### config.mk
export PLATFORM = sky130hd
export DESIGN_NAME = tba_tariff_band_accumulator
export DESIGN_NICKNAME = d
export VERILOG_FILES = /design/src/hw/tba_pkg.sv /design/src/hw/tba_accum.sv /design/src/hw/tba_band_select.sv /design/src/hw/tba_tariff_band_accumulator.sv
export SDC_FILE = /design/constraint.sdc
export NUM_CORES = 2
export LEC_CHECK = 0
export BUFFER_PORTS_ARGS = -buffer_cell sky130_fd_sc_hd__buf_2
export CAP_MARGIN = 20
export CORE_MARGIN = 2
export CORE_UTILIZATION = 43
export CTS_CLUSTER_SIZE = 8
export DETAILED_ROUTE_END_ITERATION = 7
export GPL_TIMING_DRIVEN = 0
export PLACE_DENSITY = 0.71
export REMOVE_ABC_BUFFERS = 1
export SLEW_MARGIN = 20
export SYNTH_ARGS = -nofsm -noshare
export SYNTH_HDL_FRONTEND = slang
export SYNTH_SLANG_ARGS = --single-unit
### constraint.sdc
create_clock -name pclk -period 6.1 [get_ports pclk]
set_input_delay 0.305 -clock pclk [delete_from_list [all_inputs] [get_ports pclk]]
set_output_delay 0.305 -clock pclk [all_outputs]
set_load 0.03 [all_outputs]
### src/hw/tba_pkg.sv
package tba_pkg;

    localparam int DATA_W = 32;
    localparam int ADDR_W = 8;
    localparam int NUM_ACC = 5;

    // Accumulator slots in the bank
    localparam int ACC_MAIN = 0;
    localparam int ACC_VOL = 1;
    localparam int ACC_SECOND = 2;
    localparam int ACC_THIRD = 3;
    localparam int ACC_FOURTH = 4;

    // Tariff type codes, the decimal selector value held in binary
    localparam logic [7:0] TT_NONE = 8'h00;
    localparam logic [7:0] TT_POWER = 8'h0B;
    localparam logic [7:0] TT_FLOW = 8'h0C;
    localparam logic [7:0] TT_DELTA_T = 8'h0D;
    localparam logic [7:0] TT_INLET = 8'h0E;
    localparam logic [7:0] TT_OUTLET = 8'h0F;
    localparam logic [7:0] TT_TIME = 8'h13;
    localparam logic [7:0] TT_HEAT_COOL = 8'h14;
    localparam logic [7:0] TT_PQ = 8'h15;

    // Band masks: bit 0 second, bit 1 third, bit 2 fourth accumulator
    localparam logic [2:0] MASK_NONE = 3'h0;
    localparam logic [2:0] MASK_SECOND = 3'h1;
    localparam logic [2:0] MASK_THIRD = 3'h2;
    localparam logic [2:0] MASK_FOURTH = 3'h4;

    // Register byte offsets
    localparam logic [ADDR_W-1:0] OFS_CTRL = 8'h00;
    localparam logic [ADDR_W-1:0] OFS_LIMIT2 = 8'h04;
    localparam logic [ADDR_W-1:0] OFS_LIMIT3 = 8'h08;
    localparam logic [ADDR_W-1:0] OFS_LIMIT4 = 8'h0C;
    localparam logic [ADDR_W-1:0] OFS_HC_THRESH = 8'h10;
    localparam logic [ADDR_W-1:0] OFS_STATUS = 8'h14;
    localparam logic [ADDR_W-1:0] OFS_MAIN = 8'h18;
    localparam logic [ADDR_W-1:0] OFS_VOLUME = 8'h1C;
    localparam logic [ADDR_W-1:0] OFS_ACC_SECOND = 8'h20;
    localparam logic [ADDR_W-1:0] OFS_ACC_THIRD = 8'h24;
    localparam logic [ADDR_W-1:0] OFS_ACC_FOURTH = 8'h28;
    localparam logic [ADDR_W-1:0] OFS_INTEG_CNT = 8'h2C;

    localparam int CTRL_CLEAR_BIT = 8;
    localparam logic [7:0] TYPE_RST = TT_NONE;
    localparam logic [DATA_W-1:0] WORD_RST = 32'h0;

endpackage

### src/hw/tba_accum.sv
`timescale 1ns/1ps

module tba_accum import tba_pkg::*; (
    // Clock and reset
    input wire logic pclk,
    input wire logic presetn,
    // Control
    input wire logic clear,
    input wire logic add_en,
    input wire logic [DATA_W-1:0] increment,
    // Result
    output logic [DATA_W-1:0] value
);

    typedef struct packed {
        logic [DATA_W-1:0] acc;
    } tba_acc_state_t;

    tba_acc_state_t r;
    tba_acc_state_t next_r;

    // An increment arriving with a clear is kept, so no consumption is lost
    always_comb begin
        next_r = r;
        next_r.acc = (clear ? WORD_RST : r.acc) + (add_en ? increment : WORD_RST);
    end

    always_ff @(posedge pclk or negedge presetn) begin
        if (!presetn) begin
            r <= '0;
        end else begin
            r <= next_r;
        end
    end

    assign value = r.acc;
endmodule

### src/hw/tba_band_select.sv
`timescale 1ns/1ps

module tba_band_select import tba_pkg::*; (
    // Configuration
    input wire logic [7:0] tariff_type_select,
    input wire logic [DATA_W-1:0] tariff_limit_second,
    input wire logic [DATA_W-1:0] tariff_limit_third,
    input wire logic [DATA_W-1:0] tariff_limit_fourth,
    input wire logic [DATA_W-1:0] heat_cool_switch_threshold,
    // Measurements
    input wire logic [DATA_W-1:0] power,
    input wire logic [DATA_W-1:0] flow,
    input wire logic [DATA_W-1:0] delta_t,
    input wire logic [DATA_W-1:0] inlet_temperature,
    input wire logic [DATA_W-1:0] outlet_temperature,
    input wire logic [DATA_W-1:0] time_of_day,
    // Result
    output logic [2:0] add_mask,
    output logic use_volume
);

    // Ascending bands: strict above the lower limit, inclusive at the upper
    function automatic logic [2:0] band_up(input logic [DATA_W-1:0] v, input logic [DATA_W-1:0] l2,
                                           input logic [DATA_W-1:0] l3, input logic [DATA_W-1:0] l4);
        logic l4_on;
        l4_on = (l4 != WORD_RST);
        if (v <= l2) begin
            return MASK_NONE;
        end else if (v <= l3) begin
            return MASK_SECOND;
        end else if (!l4_on || v <= l4) begin
            return MASK_THIRD;
        end else begin
            return MASK_FOURTH;
        end
    endfunction

    logic l4_on;
    assign l4_on = (tariff_limit_fourth != WORD_RST);

    always_comb begin
        add_mask = MASK_NONE;
        use_volume = 1'b0;
        case (tariff_type_select)
            TT_NONE: begin
                add_mask = MASK_NONE;
            end
            TT_POWER: begin
                add_mask = band_up(power, tariff_limit_second, tariff_limit_third, tariff_limit_fourth);
            end
            TT_FLOW: begin
                add_mask = band_up(flow, tariff_limit_second, tariff_limit_third, tariff_limit_fourth);
            end
            TT_DELTA_T: begin
                // Falling bands: a small temperature drop is the costly case
                if (delta_t >= tariff_limit_second) begin
                    add_mask = MASK_NONE;
                end else if (delta_t >= tariff_limit_third) begin
                    add_mask = MASK_SECOND;
                end else if (!l4_on || delta_t >= tariff_limit_fourth) begin
                    add_mask = MASK_THIRD;
                end else begin
                    add_mask = MASK_FOURTH;
                end
            end
            TT_INLET: begin
                add_mask = band_up(inlet_temperature, tariff_limit_second, tariff_limit_third,
                                   tariff_limit_fourth);
            end
            TT_OUTLET: begin
                add_mask = band_up(outlet_temperature, tariff_limit_second, tariff_limit_third,
                                   tariff_limit_fourth);
            end
            TT_TIME: begin
                // Outside the two day windows the night band applies, wrapping midnight
                if (time_of_day >= tariff_limit_second && time_of_day < tariff_limit_third) begin
                    add_mask = MASK_SECOND;
                end else if (time_of_day >= tariff_limit_third && (!l4_on || time_of_day < tariff_limit_fourth)) begin
                    add_mask = MASK_THIRD;
                end else begin
                    add_mask = l4_on ? MASK_FOURTH : MASK_THIRD;
                end
            end
            TT_HEAT_COOL: begin
                use_volume = 1'b1;
                if (inlet_temperature > outlet_temperature && inlet_temperature >= heat_cool_switch_threshold) begin
                    add_mask = MASK_SECOND;
                end else if (outlet_temperature > inlet_temperature &&
                             inlet_temperature <= heat_cool_switch_threshold) begin
                    add_mask = MASK_THIRD;
                end else begin
                    add_mask = MASK_NONE;
                end
            end
            TT_PQ: begin
                add_mask = {1'b0, flow > tariff_limit_third, power > tariff_limit_second};
            end
            default: begin
                add_mask = MASK_NONE;
            end
        endcase
    end

endmodule

### src/hw/tba_tariff_band_accumulator.sv
// Design decisions made here: the register offsets and the APB slave port.
`timescale 1ns/1ps

// Notes on behaviour
// - Selector 00 adds nothing to tariff accumulators; main register still accumulates.
// - Power tariff: power above second, at most third limit adds to second accumulator.
// - Power tariff: power above third, at most fourth limit adds to third accumulator.
// - Power tariff: above fourth limit adds to fourth; at or below second, main only.
// - Flow tariff: flow above second, at most third limit adds to second accumulator.
// - Flow tariff: flow above third, at most fourth limit adds to third accumulator.
// - Flow tariff: above fourth limit adds to fourth; at or below second, main only.
// - Time tariff: limits are day times starting second, third, fourth accumulators.
// - Heat/cool tariff: heat volume to second, cooling volume to third, fourth unused.
// - PQ tariff: power over second limit and flow over third limit add independently.
// - Inlet and outlet temperature tariffs band energy against the three limits.
// - Main register accumulates every integration; tariff accumulators only when banded.
// - Limit conditions are evaluated at every integration step.
// - Fourth limit zero disables the fourth accumulator; second and third remain.
module tba_tariff_band_accumulator import tba_pkg::*; (
    // Clock and reset
    input wire logic pclk,
    input wire logic presetn,
    // APB slave
    input wire logic psel,
    input wire logic penable,
    input wire logic pwrite,
    input wire logic [ADDR_W-1:0] paddr,
    input wire logic [DATA_W-1:0] pwdata,
    output logic [DATA_W-1:0] prdata,
    output logic pready,
    output logic pslverr,
    // Measurement front end
    input wire logic integ_strobe,
    input wire logic [DATA_W-1:0] energy_inc,
    input wire logic [DATA_W-1:0] volume_inc,
    input wire logic [DATA_W-1:0] power,
    input wire logic [DATA_W-1:0] flow,
    input wire logic [DATA_W-1:0] delta_t,
    input wire logic [DATA_W-1:0] inlet_temperature,
    input wire logic [DATA_W-1:0] outlet_temperature,
    input wire logic [DATA_W-1:0] time_of_day,
    // Accumulated values and last band mask for display
    output logic [DATA_W-1:0] main_energy_accum,
    output logic [DATA_W-1:0] total_volume_accum,
    output logic [DATA_W-1:0] tariff_accum_second,
    output logic [DATA_W-1:0] tariff_accum_third,
    output logic [DATA_W-1:0] tariff_accum_fourth,
    output logic [2:0] band_mask
);

    typedef struct packed {
        logic [7:0] tariff_type_select;
        logic [DATA_W-1:0] tariff_limit_second;
        logic [DATA_W-1:0] tariff_limit_third;
        logic [DATA_W-1:0] tariff_limit_fourth;
        logic [DATA_W-1:0] heat_cool_switch_threshold;
        logic clear;
        logic [2:0] last_mask;
        logic [DATA_W-1:0] integ_count;
        logic [DATA_W-1:0] rdata;
    } tba_regs_t;

    tba_regs_t r;
    tba_regs_t next_r;

    logic [2:0] add_mask;
    logic use_volume;
    logic [DATA_W-1:0] tariff_inc;
    logic [DATA_W-1:0] acc_value [NUM_ACC];
    logic [NUM_ACC-1:0] acc_add;
    logic [DATA_W-1:0] acc_inc [NUM_ACC];
    logic wr_access;
    logic rd_setup;

    function automatic logic addr_mapped(input logic [ADDR_W-1:0] a);
        case (a)
            OFS_CTRL, OFS_LIMIT2, OFS_LIMIT3, OFS_LIMIT4, OFS_HC_THRESH, OFS_STATUS,
            OFS_MAIN, OFS_VOLUME, OFS_ACC_SECOND, OFS_ACC_THIRD, OFS_ACC_FOURTH, OFS_INTEG_CNT: begin
                return 1'b1;
            end
            default: begin
                return 1'b0;
            end
        endcase
    endfunction

    tba_band_select u_band (
        .tariff_type_select(r.tariff_type_select),
        .tariff_limit_second(r.tariff_limit_second),
        .tariff_limit_third(r.tariff_limit_third),
        .tariff_limit_fourth(r.tariff_limit_fourth),
        .heat_cool_switch_threshold(r.heat_cool_switch_threshold),
        .power(power),
        .flow(flow),
        .delta_t(delta_t),
        .inlet_temperature(inlet_temperature),
        .outlet_temperature(outlet_temperature),
        .time_of_day(time_of_day),
        .add_mask(add_mask),
        .use_volume(use_volume)
    );

    // Tariff accumulators carry volume only in the heat/cooling split
    assign tariff_inc = use_volume ? volume_inc : energy_inc;

    always_comb begin
        acc_add[ACC_MAIN] = integ_strobe;
        acc_inc[ACC_MAIN] = energy_inc;
        acc_add[ACC_VOL] = integ_strobe;
        acc_inc[ACC_VOL] = volume_inc;
        acc_add[ACC_SECOND] = integ_strobe && add_mask[0];
        acc_add[ACC_THIRD] = integ_strobe && add_mask[1];
        acc_add[ACC_FOURTH] = integ_strobe && add_mask[2];
        acc_inc[ACC_SECOND] = tariff_inc;
        acc_inc[ACC_THIRD] = tariff_inc;
        acc_inc[ACC_FOURTH] = tariff_inc;
    end

    for (genvar i = 0; i < NUM_ACC; i++) begin : g_acc
        tba_accum u_acc (
            .pclk(pclk),
            .presetn(presetn),
            .clear(r.clear),
            .add_en(acc_add[i]),
            .increment(acc_inc[i]),
            .value(acc_value[i])
        );
    end

    assign wr_access = psel && penable && pwrite && addr_mapped(paddr);
    assign rd_setup = psel && !penable && !pwrite;

    always_comb begin
        next_r = r;
        next_r.clear = 1'b0;
        if (integ_strobe) begin
            next_r.last_mask = add_mask;
            next_r.integ_count = r.integ_count + 32'h1;
        end
        if (wr_access) begin
            case (paddr)
                OFS_CTRL: begin
                    next_r.tariff_type_select = pwdata[7:0];
                    next_r.clear = pwdata[CTRL_CLEAR_BIT];
                end
                OFS_LIMIT2: begin
                    next_r.tariff_limit_second = pwdata;
                end
                OFS_LIMIT3: begin
                    next_r.tariff_limit_third = pwdata;
                end
                OFS_LIMIT4: begin
                    next_r.tariff_limit_fourth = pwdata;
                end
                OFS_HC_THRESH: begin
                    next_r.heat_cool_switch_threshold = pwdata;
                end
                default: begin
                    next_r.clear = 1'b0;
                end
            endcase
        end
        // Read data is captured in the setup cycle so prdata comes from a flop with zero wait states
        if (rd_setup) begin
            case (paddr)
                OFS_CTRL: next_r.rdata = DATA_W'(r.tariff_type_select);
                OFS_LIMIT2: next_r.rdata = r.tariff_limit_second;
                OFS_LIMIT3: next_r.rdata = r.tariff_limit_third;
                OFS_LIMIT4: next_r.rdata = r.tariff_limit_fourth;
                OFS_HC_THRESH: next_r.rdata = r.heat_cool_switch_threshold;
                OFS_STATUS: next_r.rdata = DATA_W'(r.last_mask);
                OFS_MAIN: next_r.rdata = acc_value[ACC_MAIN];
                OFS_VOLUME: next_r.rdata = acc_value[ACC_VOL];
                OFS_ACC_SECOND: next_r.rdata = acc_value[ACC_SECOND];
                OFS_ACC_THIRD: next_r.rdata = acc_value[ACC_THIRD];
                OFS_ACC_FOURTH: next_r.rdata = acc_value[ACC_FOURTH];
                OFS_INTEG_CNT: next_r.rdata = r.integ_count;
                default: next_r.rdata = WORD_RST;
            endcase
        end
    end

    always_ff @(posedge pclk or negedge presetn) begin
        if (!presetn) begin
            r <= '0;
        end else begin
            r <= next_r;
        end
    end

    assign prdata = r.rdata;
    assign pready = 1'b1;
    assign pslverr = psel && penable && !addr_mapped(paddr);
    assign main_energy_accum = acc_value[ACC_MAIN];
    assign total_volume_accum = acc_value[ACC_VOL];
    assign tariff_accum_second = acc_value[ACC_SECOND];
    assign tariff_accum_third = acc_value[ACC_THIRD];
    assign tariff_accum_fourth = acc_value[ACC_FOURTH];
    assign band_mask = r.last_mask;

    logic [7:0] tt;
    logic [DATA_W-1:0] l2;
    logic [DATA_W-1:0] l3;
    logic [DATA_W-1:0] l4;
    assign tt = r.tariff_type_select;
    assign l2 = r.tariff_limit_second;
    assign l3 = r.tariff_limit_third;
    assign l4 = r.tariff_limit_fourth;
endmodule

; ---- After elaboration in Yosys (flattened, before gate mapping)
; Cells that the tools add are included.
[op_classes]
n_addsub = 6
magnitude_cmp = 25
eq_ne = 19
n_mux = 37
reduce_logical = 31
[ops]
columns = cell, n
row1 = $le A32 B32 Y1, 13
row2 = $pmux W32 S12, 1
row3 = $mux W32, 11
row4 = $ge A32 B32 Y1, 6
row5 = $add A32 B32 Y32, 5
row6 = $gt A32 B32 Y1, 4
row7 = $lt A32 B32 Y1, 2
row8 = $mux W3, 19
row9 = $eq A8 B4 Y1 const B, 7
row10 = $eq A8 B5 Y1 const B, 7
row11 = $add A32 B1 Y32 const B, 1
row12 = $eq A8 B6 Y1 const B, 4
row13 = $reduce_bool A32 Y1, 1
row14 = $pmux W3 S8, 1
row15 = $logic_and A1 B1 Y1, 13
row16 = $reduce_or A12 Y1, 1
row17 = $reduce_and A2 Y1, 5
row18 = $eq A8 B3 Y1 const B, 1
row19 = $logic_not A8 Y1, 1
row20 = $logic_or A1 B1 Y1, 6
row21 = $logic_not A1 Y1, 4
row22 = $mux W1, 4
row23 = $mux W2, 1
[totals]
regBits = 364
wordCells = 132
in_bits = 302
output_inout_bits = 197

; ---- Longest topological paths before layout
[depth]
depth_word = 10
ltp_mapped = 28

; ---- Hierarchy
; From an unflattened synthesis, not the netlist that was laid out.
[unflattened]
hier_cells = 4533
area_unflattened_um2 = 40886.7
[modules_own_cells]
columns = mod, cells_per_inst, instances, area_per_inst_um2
row1 = tba_accum, 340, 5, 2950.3
row2 = tba_band_select, 1828, 1, 14596.5
row3 = tba_tariff_band_accumulator, 1005, 1, 11538.6

; ---- Worst setup path before layout
; OpenSTA, ideal clock, no wires.
[synth_timing]
path_type = register to register
startpoint = register r (netlist bit l3[1])
endpoint = register g_acc[3].u_acc.r (netlist bit g_acc[3].u_acc.value[30])
path_stages_with_launch = 29
path_buffers = 1
arrival_time_ps = 5196
setup_ps = 80
synth_period_minus_slack_ps = 5276
slack_ps = 824
t_required_ps = 6020
path_cell_list = dfrtp_1 > inv_1 > ha_1 > nor2b_1 > o211ai_1 > a2111oi_0 > or4b_1 > a31oi_1 > nor2_1 > a211oi_2 > o211ai_1 > a2111o_1 > nand2_1 > buf_4 > nor2_1 > ha_1 > inv_1 > fa_1 > nor2b_1 > o21a_1 > o21ai_2 > a31oi_1 > a2111oi_1 > o31ai_1 > o221a_2 > a31o_2 > a31o_2 > a21oi_1 > xnor2_1
[synth_rtl]
columns = item, line
row1 = start: declaration, tba_tariff_band_accumulator.sv:63  ; tba_regs_t r;
row2 = start signal: assignment, tba_tariff_band_accumulator.sv:187  ; r <= next_r;
row3 = end signal: assignment, tba_accum.sv:32  ; r <= next_r;
row4 = end: declaration, tba_accum.sv:19  ; tba_acc_state_t r;

==> flow_summary.toml <==
[outcome]
status = "complete, but fails checks"
violations = "negative setup slack"

[clock_tree]
cts.sinks = 364
numCtsBuffers = 51
insertion_delay_ns = 0.60
cts_max_level = 2
cts_tree = "built"
clock_path_buffers = 3
root_buffer = "clkbuf_16"
clkTransAtPathRegs_ns = 0.05

[critical_path]
reg2reg_depth = 29
r2r_slack_ns = -0.22
crit_path_start_kind = "flip-flop"
timing.rr.start = "l2[11]$_DFFE_PN0P_"
cp.arrival_ns = 6.84
critPathSlowestCell = "a2111o_1"
cp_max_fo = 8
reg2reg_to = "g_acc[3].u_acc.value[30]$_DFF_PN0_"
worst-setup-path-type = "reg -> reg"
critPathCaptureType = "flip-flop"
worstPathRequired_ns = 6.62
cp_slowest_stage_delay_ns = 0.51

[cells_and_area]
final_cells = 6133
drive_gt1_share_pct = 19.8
fill_cells = 8004
final_common_cell = "ha_1"
syn2layout_area_growth_pct = 21.6
final_cell_mix = "ha_1 (779), buf_2 (495), dfrtp_1 (356)"
fin_nets = 6049
final_core_util_pct = 52.7

[drt]
drt_iter0_drc = 3256
drt-total-wl_mm = 153
route.detailed.drc = 0
drtAntennaViolNets = 0
viasPerCell = 6.10
wire_per_inst_um = 24.9
dr.pass1.iters = 6
vias = 37400

[place]
gp_congestion = 1.00
dp_hpwl_mm = 119
place.port_buffers = 497
dp_cells = 5880

[timing]
drv_slew = 0
tightest_slew_ns = 0.934
setup_viol = 5
max-slew-margin-rel_pct = 37.7
finalHoldViolCount = 0
rsz0062_at_grt = "yes"
finalClockSkew_ns = 0.0181
setup_ws_ns = -0.225
min_period_ns = 6.32
fin_crit_sh_pct = 104
fmax_ghz = 0.158

[global_routing]
grt_pass1_wl_mm = 225
grt_max_degree = 94
antenna_found_initial = 42
globalRouteOverflowTotal = 0
grtUsageTotal_pct = 33.1
grt_pass1_vias = 36300

[floorplanning]
ioPinCount = 499
initial_utilization_pct = 43.3
rows = 108
fp.dieArea_mm2 = 0.0896
die_width_um = 299
fp.coreArea_mm2 = 0.0866
fp.dieH_um = 299

[synthesis]
syn_inst = 4327
syn-mean-instance-area_um2 = 8.67
netlist_area_mm2 = 0.0375
ys_seq_elements = 364
ys_types = 85
yosysWarnings = 0
async_reset_ff_share_pct = 100
ys_seq_area_share_pct = 24.3
ys.flop_type = "dfrtp_1"
synth-edff-count = 0

[power]
power_density_mw_per_mm2 = 194
leakage_nw = 23.5
ir_worst_vdd_mv = 0.184

[hold_path]
min_path_type = "in -> reg"
hold_depth = 3
hp-start = "pwdata[8]"
hold_end = "l3[8]$_DFFE_PN0P_"

[run]
max-cap-violations = 0
## Yosys cell counts, types with 32 or more instances
library cell / instances / share of area, %
ha_1: 795 / 27
dfrtp_1: 364 / 24
nand2_1: 340 / 3.4
a21oi_1: 329 / 4.4
nor2_1: 283 / 2.8
o21ai_0: 266 / 3.5
inv_1: 232 / 2.3
nor2b_1: 207 / 3.5
a21o_1: 149 / 3.0
nand4_1: 135 / 2.3
xnor2_1: 135 / 3.2
clkbuf_1: 99 / 0.99
nand3_1: 87 / 1.2
a221oi_1: 81 / 1.9
and2_1: 72 / 1.2
a22oi_1: 51 / 1.0
a31oi_1: 51 / 0.85
nor3_1: 48 / 0.64
a22o_1: 46 / 1.1
a211oi_1: 45 / 0.90
buf_4: 42 / 0.84
nand2b_1: 40 / 0.67
xor2_1: 36 / 0.84
mux2i_1: 32 / 0.85
## routing by layer
metal | global-route usage, % | vias to the layer above | part of all wire [%]
met2 | 52.4 | 1810 | 45
met1 | 40.8 | 17700 | 40
li1 | - | 17300 | -
met3 | 7.37 | 535 | 8.4
met4 | 21.1 | 30 | 7.3
met5 | 0 | - | 0.13
## stage by stage
stage	power [W]	instance area, µm²	setup slack [ns]	setup TNS [ns]	hold WS (ns)
6_report	0.00886	45600	-0.225	-0.699	0.0351
5_1_grt	0.00929	45600	-0.298	-1.76	0.0430
4_1_cts	0.00883	45100	-0.0505	-0.0910	0.000110
3_5_place_dp	0.00620	41600	-1.56	-37.14	0.268
3_3_place_gp	0.00613	40700	-3.07	-1302.71	0.473
2_1_floorplan	0.00508	36800	0.310	0	0.00941
## cells by family (layout without fill, tap and decap cells)
logic type      after synthesis  in the layout  synth area share (%)
fa+ha+maj                   800            800                  26.8
other cells                   1             28                0.0100
mux                          45             45                  1.24
buf+inv                     376            999                  4.19
simple gates               1346           1347                  18.1
compound gates             1223           1223                  21.3
xor+xnor                    172            172                  4.05
flops                       364            364                  24.3
## sequential cells by signal, summed over array words and instances (netlist names)
name and cells:
tt 8, prdata 32, l2 32, g_acc.u_acc.value 160
band_mask 3, r 65, l3 32, l4 32
## worst max-delay path: cells and delay by family (launching register included)
family	cells	cell delay (ns)
AO/OA/AOI/OAI	15	3.69
XOR/XNOR	1	0.13
adder cells (fa/ha/maj)	3	0.69
buffers and inverters	4	0.58
flip-flops	1	0.40
AND/OR/NAND/NOR	6	0.71
## power by group
part	internal [W]	total [W]	leakage [nW]	switching, W
Combinational	0.00121	0.00322	18.6	0.00201
Sequential	0.00272	0.00303	4.18	0.000315
Clock	0.00148	0.00260	0.658	0.00113
Total	0.00540	0.00886	23.5	0.00345
## worst max path at each step
stage / slack, ns / to / startpoint / cells past startpoint
after CTS: -0.05 / g_acc[3].u_acc.value[30]$_DFF_PN0_ / l4[9]$_DFFE_PN0P_ / 28
after global placement: -3.07 / g_acc[2].u_acc.value[31]$_DFF_PN0_ / tt[5]$_DFFE_PN0P_ / 21
after global routing: -0.30 / g_acc[3].u_acc.value[30]$_DFF_PN0_ / l3[13]$_DFFE_PN0P_ / 30
after detailed placement: -1.56 / g_acc[2].u_acc.value[31]$_DFF_PN0_ / l3[0]$_DFFE_PN0P_ / 25
final: -0.22 / g_acc[3].u_acc.value[30]$_DFF_PN0_ / l2[11]$_DFFE_PN0P_ / 29
after floorplan: 0.31 / g_acc[2].u_acc.value[31]$_DFF_PN0_ / tt[5]$_DFFE_PN0P_ / 21
## layout make-up
cell class | instances | area (µm²) | area share, %
Multi-Input combinational cell | 3588 | 28000 | 61.4
Tap cell | 1155 | 1450 | 3.17
Clock inverter | 4 | 57.6 | 0.126
Antenna cell | 27 | 67.6 | 0.148
Inverter | 232 | 991 | 2.17
Clock buffer | 53 | 1280 | 2.81
Timing Repair Buffer | 710 | 4650 | 10.2
Sequential cell | 364 | 9120 | 20.0
## what timing repair did
action,in CTS,in global routing
setup buffers,110,24
cloned,4,0
hold buffers,32,0
resized for setup,197,55
pin swaps,67,43
hold endpoints to repair,182,0
endpoints found under the setup margin,59,24
(Power assumes the default switching activity.)
